**config.mk**
```make
export PLATFORM = sky130hd
export DESIGN_NAME = tmf_timer
export DESIGN_NICKNAME = d
export VERILOG_FILES = /design/src/tmf_pkg.sv /design/src/tmf_prescaler.sv /design/src/tmf_timer.sv
export VERILOG_INCLUDE_DIRS = /design/src
export SDC_FILE = /design/constraint.sdc
export NUM_CORES = 1
export LEC_CHECK = 0
export ABC_CLOCK_PERIOD_IN_PS = 4100
export BUFFER_PORTS_ARGS = -buffer_cell sky130_fd_sc_hd__buf_2
export CORE_ASPECT_RATIO = 2
export CORE_MARGIN = 5
export CORE_UTILIZATION = 53
export DETAILED_ROUTE_END_ITERATION = 8
export HOLD_SLACK_MARGIN = 0.1
export PLACE_DENSITY_LB_ADDON = 0.05
export SLEW_MARGIN = 10
export SYNTH_ARGS = -nofsm -noshare
export SYNTH_HDL_FRONTEND = slang
export SYNTH_SLANG_ARGS = --single-unit
```
**constraint.sdc**
```tcl
create_clock -name mclk -period 4.1 [get_ports mclk]
set_input_delay 1.025 -clock mclk [delete_from_list [all_inputs] [get_ports mclk]]
set_output_delay 1.025 -clock mclk [all_outputs]
set_load 0.02 [all_outputs]
```
**src/tmf_consts.svh**
```systemverilog
// constants for the timer four block: offsets, fields, resets, codes
`ifndef TMF_CONSTS_SVH
`define TMF_CONSTS_SVH
`define TMF_OFF_CTRL      12'h014
`define TMF_OFF_CMP       12'h018
`define TMF_OFF_STAT      12'h01C
`define TMF_OFF_MASK      12'h020
`define TMF_OFF_DIVSEL    12'h024
`define TMF_OFF_COUNT     12'h028
`define TMF_CTRL_RESET    8'h00
`define TMF_CMP_RESET     8'hFF
`define TMF_MODE_LSB      0
`define TMF_CKSEL_LSB     2
`define TMF_RUN_BIT       5
`define TMF_CK_EXT        3'h7
`define TMF_CK_MAIN       3'h6
`define TMF_CK_SUB8       3'h0
`endif

```
**src/tmf_pkg.sv**
```systemverilog
// types shared by the timer four block
package tmf_pkg;
  typedef enum logic [1:0] {
    TMF_MODE_TIMER = 2'b00,
    TMF_MODE_RSVD  = 2'b01,
    TMF_MODE_DIV   = 2'b10,
    TMF_MODE_PWM   = 2'b11
  } tmf_mode_t;
  typedef enum logic [1:0] {
    TMF_PWR_FAST_RUN   = 2'b00,
    TMF_PWR_FAST_IDLE  = 2'b01,
    TMF_PWR_SLOW_RUN   = 2'b10,
    TMF_PWR_SLOW_SLEEP = 2'b11
  } tmf_pwr_t;
endpackage

```
**src/tmf_prescaler.sv**
```systemverilog
// free running prescaler giving one-cycle tick enables for timer four
`timescale 1ns/100ps
module tmf_prescaler #(
  parameter int W = 13
) (
  input  wire logic         mclk,
  input  wire logic         reset,
  input  wire logic [W-1:0] stage_tc,
  output logic [W-1:0]      tick
);
  typedef struct packed {
    logic [W-1:0] cnt;
  } tmf_pre_t;
  tmf_pre_t s_r;
  tmf_pre_t s_nxt;

  // ripple count, next value
  always_comb begin
    s_nxt = s_r;
    s_nxt.cnt = s_r.cnt + {{(W-1){1'b0}}, 1'b1};
  end

  always_ff @(posedge mclk) begin
    if (reset) begin
      s_r <= '0;
    end else begin
      s_r <= s_nxt;
    end
  end

  // tap k pulses once every 2^(k+1) cycles, in the cycle when count bits k:0 are all ones
  genvar k;
  generate
    for (k = 0; k < W; k++) begin : g_tap
      assign tick[k] = stage_tc[k] & (&s_r.cnt[k:0]);
    end
  endgenerate
endmodule

```
**src/tmf_timer.sv**
```systemverilog
// timer four: 8-bit up counter with timer, event, divider and pwm modes
//
// Contract
// software keeps the compare value between 1 and 255
// mode and clock select stay unchanged when starting, stopping or running
// clock select picks prescaler tap, main clock, or event pin
// mode 00 timer/event, 01 reserved, 10 divider output, 11 pwm
// event counting and pwm only in fast run or fast idle; the code still runs pwm from clock code 000 in slow modes
// entering oscillator halt clears the run bit
// control bits 6 and 7 are unimplemented and read undefined
// compare value not rewritten while running in timer, event, divider
// main clock above 10 MHz forbids clock code 110
// sub clock sources not used in fast modes with sub osc stopped
// each mode accepts only its own set of clock codes
// run bit 1 starts counting, 0 stops and clears counter
// control: mode bits 1:0, clock select 4:2, run bit 5
// timer/event match raises interrupt, clears counter, keeps counting
// divider match toggles pin, interrupts, clears; pin high when stopped
// pwm match drives pin low; overflow drives high, interrupts, reloads duty
`timescale 1ns/100ps
`include "tmf_consts.svh"
module tmf_timer
  import tmf_pkg::*;
#(
  parameter int PRE_W = 13
) (
  input  wire logic             mclk,
  input  wire logic             reset,
  input  wire logic             psel,
  input  wire logic             penable,
  input  wire logic             pwrite,
  input  wire logic [11:0]      paddr,
  input  wire logic [31:0]      pwdata,
  output logic [31:0]           prdata,
  output logic                  pready,
  output logic                  pslverr,
  input  wire tmf_pkg::tmf_pwr_t power_mode,
  input  wire logic             osc_halt,
  input  wire logic             event_pin,
  output logic                  divider_output_pin,
  output logic                  pwm_output_pin,
  output logic                  match_interrupt
);
  import tmf_pkg::*;

  // ==========================================================
  // state
  typedef struct packed {
    logic [7:0] ctrl;
    logic [7:0] cmp;
    logic [7:0] duty;
    logic [7:0] cnt;
    logic [1:0] divsel;
    logic       stat;
    logic       mask;
    logic       div_pin;
    logic       pwm_pin;
    logic       halt_d;
    logic [2:0] ev_sync;
    logic [31:0] rdata;
  } tmf_state_t;
  tmf_state_t s_r;
  tmf_state_t s_nxt;

  logic [PRE_W-1:0] tick;
  logic             wr_en;
  logic             rd_en;
  logic             src_tick;
  logic             run;
  logic             match;
  logic             match_tick;
  tmf_mode_t        mode;
  logic [2:0]       cksel;
  logic             slow;

  // ==========================================================
  // prescaler taps
  tmf_prescaler #(.W(PRE_W)) u_pre (
    .mclk     (mclk),
    .reset    (reset),
    .stage_tc ({PRE_W{1'b1}}),
    .tick     (tick)
  );

  // tap index for a clock code; divider stage selection shifts by one
  function automatic int tap_of(input logic [2:0] ck, input logic [1:0] dsel);
    int base;
    case (ck)
      3'h0: base = 10;
      3'h1: base = 6;
      3'h2: base = 4;
      3'h3: base = 2;
      3'h4: base = 1;
      default: base = 0;
    endcase
    return base + int'(dsel[0]);
  endfunction

  // ==========================================================
  // field decode
  assign run   = s_r.ctrl[`TMF_RUN_BIT];
  assign mode  = tmf_mode_t'(s_r.ctrl[`TMF_MODE_LSB +: 2]);
  assign cksel = s_r.ctrl[`TMF_CKSEL_LSB +: 3];
  assign slow  = (power_mode == TMF_PWR_SLOW_RUN) || (power_mode == TMF_PWR_SLOW_SLEEP);

  // source select; slow modes only see the sub clock divided by eight
  always_comb begin
    if (slow) begin
      src_tick = (cksel == `TMF_CK_SUB8) ? tick[PRE_W-1] : 1'b0;
    end else if (cksel == `TMF_CK_EXT) begin
      src_tick = s_r.ev_sync[1] & ~s_r.ev_sync[2];
    end else if (cksel == `TMF_CK_MAIN) begin
      src_tick = s_r.divsel[1] ? tick[0] : 1'b1;
    end else begin
      src_tick = tick[tap_of(cksel, s_r.divsel)];
    end
  end

  // events count on the pin's rise; the match is judged on the following fall
  assign match_tick = (!slow && cksel == `TMF_CK_EXT) ? (s_r.ev_sync[2] & ~s_r.ev_sync[1]) : src_tick;
  assign match = (s_r.cnt == s_r.duty);

  // ==========================================================
  // apb access, zero wait states
  assign wr_en   = psel & penable & pwrite;
  assign rd_en   = psel & ~penable & ~pwrite;
  assign pready  = 1'b1;
  assign pslverr = 1'b0;
  assign prdata  = s_r.rdata;
  assign match_interrupt = s_r.stat & s_r.mask;

  // ==========================================================
  // next state
  always_comb begin
    logic ev;
    logic ovf;
    ev = 1'b0;
    ovf = 1'b0;
    s_nxt = s_r;
    s_nxt.ev_sync = {s_r.ev_sync[1], s_r.ev_sync[0], event_pin};
    s_nxt.halt_d = osc_halt;
    // register writes
    if (wr_en) begin
      if (paddr == `TMF_OFF_CTRL) begin
        s_nxt.ctrl = {2'b00, pwdata[5:0]};
        if (pwdata[`TMF_RUN_BIT] && !run) begin
          s_nxt.duty = s_r.cmp;
        end
      end else if (paddr == `TMF_OFF_CMP) begin
        s_nxt.cmp = pwdata[7:0];
      end else if (paddr == `TMF_OFF_STAT) begin
        if (pwdata[0]) begin
          s_nxt.stat = 1'b0;
        end
      end else if (paddr == `TMF_OFF_MASK) begin
        s_nxt.mask = pwdata[0];
      end else if (paddr == `TMF_OFF_DIVSEL) begin
        s_nxt.divsel = pwdata[1:0];
      end
    end
    // timer/event/divider read compare directly; pwm uses the shadow
    if (mode != TMF_MODE_PWM) begin
      s_nxt.duty = s_nxt.cmp;
    end
    if (!s_nxt.ctrl[`TMF_RUN_BIT]) begin
      s_nxt.cnt = 8'h00;
      s_nxt.div_pin = 1'b1;
      s_nxt.pwm_pin = 1'b1;
    end else if (run && (src_tick || (match_tick && mode == TMF_MODE_TIMER))) begin
      case (mode)
        TMF_MODE_TIMER: begin
          if (match_tick && match) begin
            s_nxt.cnt = 8'h00;
            ev = 1'b1;
          end else if (src_tick) begin
            s_nxt.cnt = s_r.cnt + 8'h01;
          end
        end
        TMF_MODE_DIV: begin
          if (match) begin
            s_nxt.cnt = 8'h00;
            s_nxt.div_pin = ~s_r.div_pin;
            ev = 1'b1;
          end else begin
            s_nxt.cnt = s_r.cnt + 8'h01;
          end
        end
        TMF_MODE_PWM: begin
          ovf = (s_r.cnt == 8'hFF);
          s_nxt.cnt = s_r.cnt + 8'h01;
          if (ovf) begin
            s_nxt.pwm_pin = 1'b1;
            s_nxt.duty = s_nxt.cmp;
            ev = 1'b1;
          end else if (match) begin
            s_nxt.pwm_pin = 1'b0;
          end
        end
        default: begin
          s_nxt.cnt = s_r.cnt;
        end
      endcase
    end
    // oscillator halt entry stops the timer
    if (osc_halt && !s_r.halt_d) begin
      s_nxt.ctrl[`TMF_RUN_BIT] = 1'b0;
      s_nxt.cnt = 8'h00;
      s_nxt.div_pin = 1'b1;
      s_nxt.pwm_pin = 1'b1;
    end
    // set wins over a clear in the same cycle
    if (ev) begin
      s_nxt.stat = 1'b1;
    end
    // read data latched in setup phase, unmapped reads zero
    if (rd_en) begin
      if (paddr == `TMF_OFF_CTRL) begin
        s_nxt.rdata = {24'h0, s_r.ctrl};
      end else if (paddr == `TMF_OFF_CMP) begin
        s_nxt.rdata = {24'h0, s_r.cmp};
      end else if (paddr == `TMF_OFF_STAT) begin
        s_nxt.rdata = {31'h0, s_r.stat};
      end else if (paddr == `TMF_OFF_MASK) begin
        s_nxt.rdata = {31'h0, s_r.mask};
      end else if (paddr == `TMF_OFF_DIVSEL) begin
        s_nxt.rdata = {30'h0, s_r.divsel};
      end else if (paddr == `TMF_OFF_COUNT) begin
        s_nxt.rdata = {24'h0, s_r.cnt};
      end else begin
        s_nxt.rdata = 32'h0000_0000;
      end
    end
  end

  // ==========================================================
  // registers
  always_ff @(posedge mclk) begin
    if (reset) begin
      s_r <= '0;
      s_r.ctrl <= `TMF_CTRL_RESET;
      s_r.cmp <= `TMF_CMP_RESET;
      s_r.duty <= `TMF_CMP_RESET;
      s_r.div_pin <= 1'b1;
      s_r.pwm_pin <= 1'b1;
    end else begin
      s_r <= s_nxt;
    end
  end

  assign divider_output_pin = s_r.div_pin;
  assign pwm_output_pin     = s_r.pwm_pin;

  // ==========================================================
  // checks
  property p_halt_stops;
    @(posedge mclk) disable iff (reset)
      $rose(osc_halt) |=> !s_r.ctrl[`TMF_RUN_BIT];
  endproperty
  a_halt_stops: assert property (p_halt_stops) else $error("run bit not cleared on halt");

  property p_stop_clears;
    @(posedge mclk) disable iff (reset)
      !run |-> (s_r.cnt == 8'h00 && divider_output_pin && pwm_output_pin);
  endproperty
  a_stop_clears: assert property (p_stop_clears) else $error("stopped timer not idle");

  property p_tmr_match;
    @(posedge mclk) disable iff (reset)
      (run && mode == TMF_MODE_TIMER && match_tick && match && !wr_en && !osc_halt)
        |=> (s_r.cnt == 8'h00 && s_r.stat);
  endproperty
  a_tmr_match: assert property (p_tmr_match) else $error("timer match not handled");

  property p_div_toggle;
    @(posedge mclk) disable iff (reset)
      (run && mode == TMF_MODE_DIV && src_tick && match && !wr_en && !osc_halt)
        |=> (divider_output_pin != $past(divider_output_pin));
  endproperty
  a_div_toggle: assert property (p_div_toggle) else $error("divider pin did not toggle");

  property p_pwm_ovf;
    @(posedge mclk) disable iff (reset)
      (run && mode == TMF_MODE_PWM && src_tick && s_r.cnt == 8'hFF && !wr_en && !osc_halt)
        |=> (pwm_output_pin && s_r.stat && s_r.cnt == 8'h00);
  endproperty
  a_pwm_ovf: assert property (p_pwm_ovf) else $error("pwm overflow not handled");

  property p_ctrl_hi_zero;
    @(posedge mclk) disable iff (reset)
      s_r.ctrl[7:6] == 2'b00;
  endproperty
  a_ctrl_hi_zero: assert property (p_ctrl_hi_zero) else $error("unused control bits set");

  property p_rsvd_hold;
    @(posedge mclk) disable iff (reset)
      (run && mode == TMF_MODE_RSVD && !wr_en && !osc_halt) |=> $stable(s_r.cnt);
  endproperty
  a_rsvd_hold: assert property (p_rsvd_hold) else $error("reserved mode counted");

  property p_irq_level;
    @(posedge mclk) disable iff (reset)
      match_interrupt |-> (s_r.mask && s_r.stat);
  endproperty
  a_irq_level: assert property (p_irq_level) else $error("interrupt without cause");
endmodule

```
==> results of run 1 <==
## cell type report
| cell class | instances | share of cell area |
|---|---|---|
| Clock inverter | 5 | 0.0126 |
| Clock buffer | 11 | 0.0613 |
| Tap cell | 88 | 0.0278 |
| Inverter | 12 | 0.0114 |
| Sequential cell | 61 | 0.308 |
| Timing Repair Buffer | 45 | 0.0613 |
| Multi-Input combinational cell | 308 | 0.517 |
## critical path, cell delays in order, from the launching register on
cell      delay, ps
dfxtp_1         630
nor3b_1         250
ha_1            240
ha_1            350
o311ai_0        390
o21ai_0         150
o211ai_1        250
o21ai_2         170
a31oi_1         210
buf_4           190
nor2b_1         410
a32o_1          200
## logic make-up (layout without fill, tap and decap cells)
group	after synthesis	count (layout)	share of synthesized area
simple gates	162	162	0.242
compound gates	68	68	0.152
flops	61	61	0.345
buf+inv	61	73	0.102
mux	28	28	0.0904
xor+xnor	17	17	0.0420
fa+ha+maj	7	7	0.0247
other cells	2	26	0.00212
## power by group through the flow
stage	registers [W]	logic, W	clock network (W)
after floorplan	0.000618	0.0000756	0
after global placement	0.000619	0.0000777	0
after detailed placement	0.000620	0.0000792	0
after CTS	0.000607	0.0000794	0.000757
after global routing	0.000608	0.0000871	0.000791
final	0.000608	0.0000793	0.000740
## routing by layer
| metal | up-vias | track usage | part of all wire |
|---|---|---|---|
| met5 | - | 0 | 0 |
| li1 | 1454 | - | - |
| met4 | 0 | 0.122 | 0.037 |
| met2 | 60 | 0.410 | 0.59 |
| met1 | 1402 | 0.202 | 0.33 |
| met3 | 23 | 0.0615 | 0.036 |
## placed cells by master (no fill, tap or decap), types with 4 or more instances in the layout
cell type	instances
conb_1	26
dfxtp_1	61
nor2b_1	11
nor3b_1	9
mux2i_1	20
nand2_1	35
and3_1	10
xor2_1	14
mux2_4	8
a32o_1	6
inv_1	10
a21oi_1	4
a222oi_1	6
nor3_1	5
nand3_1	13
clkinv_2	4
nand4_1	5
clkbuf_16	9
ha_1	7
nand2b_1	12
o21ai_0	18
nor2_1	38
a211oi_1	6
nor4_1	8
buf_2	38
buf_4	7
a31oi_1	4
## final timing paths
kind                   from         to  slack (ps)  cells past startpoint
setup / recovery   cksel[2]    s_r[45]         600                     11
hold / removal    s_nxt[33]  s_nxt[34]         440                      1
setup reg to reg   cksel[2]    s_r[45]         600                     11
hold reg to reg   s_nxt[33]  s_nxt[34]         440                      1
## flip-flops by register name, indices dropped and copies added (netlist names)
| name | count |
|---|---|
| u_pre.s_r | 13 |
| run | 1 |
| cksel | 3 |
| s_r | 30 |
| pwm_output_pin | 1 |
| s_nxt | 2 |
| mode | 2 |
| prdata | 8 |
| divider_output_pin | 1 |
## per-stage QoR
| stage | utilization | worst slack (ps) | power (W) | instance area, sq um |
|---|---|---|---|---|
| floorplan | - | 996 | 0.000693 | 3630 |
| global placement | 0.558 | 648 | 0.000697 | 3670 |
| detailed placement | 0.558 | 627 | 0.000699 | 3670 |
| CTS | 0.603 | 608 | 0.00144 | 3960 |
| global route | 0.603 | 355 | 0.00149 | 3960 |
| finish | 0.603 | 603 | 0.00143 | 3960 |
==> impl_metrics.ini, run 1 <==
[route]
firstDrtPassIters = 4
via_per_inst = 5.55
drt_first_iter_violations = 178
wire_per_inst_um = 16.6
drc = 0
wl_um = 8800
vias = 2939
ant_nets = 0

[power]
p_per_area_nw_per_um2 = 360
swShare = 0.224
p_leak_nw = 1.54
seq_power_share = 0.426
peakVddDrop_v = 0.000256
p_clk_frac = 0.519
p_int_w = 0.00111
switchingPower_w = 0.000320
p_comb_frac = 0.056

[logic_synthesis]
ys_seq_area_frac = 0.345
syn_inst = 406
synth.most_common_cell = dfxtp_1
synth-edff-count = 0
synthFlopType = dfxtp_1
syn_area_per_cell_sq_um = 8.72
yosysTopAreaCell = dfxtp_1
syn-cell-area_sq_um = 3540
ys_top_cells_by_area = dfxtp_1 34%, buf_4 7.2%, mux2i_1 5.7%, nor2_1 4.0%, nand2_1 3.7%
ys_types = 57
synth_top_area_frac = 0.345
synth_common_cells = 61 x dfxtp_1, 38 x nor2_1, 35 x nand2_1, 34 x buf_4, 20 x mux2i_1
synthArstFlopShare = 0
ys_ff_latch = 61
yosysWarningCount = 0

[die]
core_area_sq_um = 6570
start_util = 0.539
die_y_um = 126
pin_count = 90
die_w_um = 67.8
die-area_sq_um = 8520
row_count = 42

[placed_design]
hpwl_um = 6750
routabilityCongestion = 0.814
place_inst = 514
port_buffers = 38

[sta]
hold_viol = 0
setup_viol = 0
period_share = 0.853
setup_tns_ps = 0
drv_slew = 0
fmax_mhz = 286
min_period_ps = 3500
holdWs_ps = 443
relSlewSlack = 0.483
worstMarginPinSlew_ps = 769
rsz0062_at_grt = no
finClkSkew_ps = 5.24

[global_route]
grt_pass1_wl_um = 14000
antenna_found_initial = 0
grt_start_max_net_pins = 32
track_usage = 0.221
grt_pass1_vias = 2987
grt-ovfl-total = 0

[cts]
cts_setup_buffers = 0
cts_sinks = 61
path_clk_slew_ps = 50
ctsHoldBuffers = 0
cts_resized = 0
clock_latency_ps = 330
cts_tree = yes
cts-root-buf = clkbuf_16
h-tree-depth = 3
clock_path_buffers = 2
cts_buffers = 9

[setup_path]
worstSetupStartpointType = flip-flop
path_max_fanout = 15
critPathKind = flip-flop to flip-flop
critPathCaptureType = flip-flop
cp.required_ps = 4370
arrival_ps = 3760

[layout]
multi_input_area_sq_um = 2050
synthToLayoutAreaGrowth_pct = 11.8
fin_cells = 530
num-nets-final = 497
layout-drive-gt1-share = 0.172
fillerInstances = 633
n_antenna_cell = 0
regArea_sq_um = 1220

[min_path]
hold_class = flip-flop to flip-flop

[outcome]
status = complete, no violations

[job]
max_cap_viol_count = 0
No activity file was read; power rests on OpenSTA's default activity.
==> run 2: changes to the inputs <==
--- a/config.mk
+++ b/config.mk
@@ -11,6 +11,7 @@
 export CORE_ASPECT_RATIO = 2
 export CORE_MARGIN = 5
 export CORE_UTILIZATION = 53
+export CTS_BUF_LIST = sky130_fd_sc_hd__clkbuf_16
 export DETAILED_ROUTE_END_ITERATION = 8
 export HOLD_SLACK_MARGIN = 0.1
 export PLACE_DENSITY_LB_ADDON = 0.05
==> impl_metrics.ini, run 2 (synthesis results as in run 1) <==
[cts]
cts_setup_buffers = 0
path_clk_slew_ps = 50
clock_latency_ps = 330
cts_buffers = 9
clock_path_buffers = 2
cts_tree = yes
cts-root-buf = clkbuf_16
ctsHoldBuffers = 0
cts_resized = 0
h-tree-depth = 3
cts_sinks = 61

[power]
total_power_w = 0.00141
peakVddDrop_v = 0.000250
p_per_area_nw_per_um2 = 356
p_leak_nw = 1.54

[global_route]
met1_usage = 0.199
antenna_found_initial = 0
grt_use_met3 = 0.0615
grt-ovfl-total = 0
grt_start_max_net_pins = 32
grt_pass1_vias = 2984
track_usage = 0.220
use_met2 = 0.408
grt.busiest_layer = met2
grt_pass1_wl_um = 14000

[setup_path]
r2r_cells = 11
path_max_fanout = 15
arrival_ps = 3750
critPathTopFamily = compound AO/OA/AOI/OAI gates
critPathCaptureType = flip-flop
worst-path-stages = 11
critPathMaxStageDelay_ps = 630
cpMostUsedCell = ha_1
path_cells = nor3b_1, ha_1, ha_1, o311ai_0, o21ai_0, o211ai_1, o21ai_2, a31oi_1, buf_4, nor2b_1, a32o_1
crit_buf_inv = 1
cp.required_ps = 4370
reg2reg_from = cksel[2]
worstSetupStartpointType = flip-flop
reg2reg_slack_ps = 610
slowest_stage = dfxtp_1
r2r_end = s_r[45]
critPathKind = flip-flop to flip-flop

[layout]
largest_reg_flops = 30
mostFrequentLayoutCell = dfxtp_1
layout-drive-gt1-share = 0.170
regMostFlops = s_r
num-nets-final = 497
n_antenna_cell = 0
fin_area_sq_um = 3950
fillerInstances = 635
layout_common_cells = 61 x dfxtp_1, 38 x nor2_1, 38 x buf_2
synthToLayoutAreaGrowth_pct = 11.5

[die]
die_w_um = 67.8
die_y_um = 126
core_area_sq_um = 6570
start_util = 0.539
pin_count = 90
row_count = 42
die-area_sq_um = 8520

[route]
drc = 0
vias = 2937
wire_per_inst_um = 16.6
wl_um = 8780
via_per_inst = 5.54
drt_first_iter_violations = 134
ant_nets = 0
firstDrtPassIters = 5

[job]
max_cap_viol_count = 0

[placed_design]
place_area_sq_um = 3670
hpwl_um = 6750
port_buffers = 38
routabilityCongestion = 0.814
post-place-ws_ps = 627

[outcome]
status = complete, no violations

[min_path]
hold_class = flip-flop to flip-flop
min_from = s_nxt[33]
holdPathStages = 1
hold_end = s_nxt[34]

[sta]
setup_tns_ps = 0
drv_slew = 0
rsz0062_at_grt = no
relSlewSlack = 0.482
setup_viol = 0
setup_ws_ps = 614
worstMarginPinSlew_ps = 770
fmax_mhz = 287
min_period_ps = 3490
period_share = 0.850
hold_viol = 0
finClkSkew_ps = 4.96
## run 2: cell count changes in the layout (fill, tap and decap cells not counted)
cell	delta
clkinv_1	+1
clkbuf_1	-1
inv_1	+1
clkbuf_8	-1
## run 2: power breakdown
group | switching, W | total [W] | internal, W
combinational | 0.0000555 | 0.0000791 | 0.0000236
clock | 0.000258 | 0.000719 | 0.000461
sequential | 0.00000587 | 0.000607 | 0.000602
## run 2: how the worst max path moves through the flow
stage               startpoint  endpoint
floorplan             cksel[1]   s_r[50]
global placement      cksel[2]   s_r[48]
detailed placement    cksel[2]   s_r[45]
CTS                   cksel[2]   s_r[45]
global route          cksel[2]   s_r[44]
finish                cksel[2]   s_r[45]
## run 2: area by class of cell
cell class              count  area (sq um)  area share
inverters                  12          45.0      0.0114
multi-input cells         308          2050       0.519
flip-flops and latches     61          1220       0.309
clock buffers               9           225      0.0570
clock inverters             7          57.6      0.0146
repair buffers             45           243      0.0615
well taps                  88           110      0.0279
## run 2: per-stage QoR
step           hold WS [ps]   util  std cells
3_3_place_gp            426  0.558        514
6_report                443  0.601        530
2_1_floorplan           414      -        430
4_1_cts                 451  0.601        530
5_1_grt                 463  0.601        530
3_5_place_dp            427  0.558        514
## run 2: worst register-to-register path, cell delays in order (launching register included)
cell	delay (ps)
dfxtp_1	630
nor3b_1	260
ha_1	240
ha_1	350
o311ai_0	390
o21ai_0	150
o211ai_1	250
o21ai_2	170
a31oi_1	210
buf_4	200
nor2b_1	400
a32o_1	200
## run 2: per-layer routing
layer | vias up | wire [um] | share of wire
met1 | 1405 | 2970 | 0.34
met2 | 56 | 5200 | 0.59
met5 | - | 0 | 0
met3 | 20 | 289 | 0.033
met4 | 0 | 310 | 0.035
li1 | 1456 | - | -
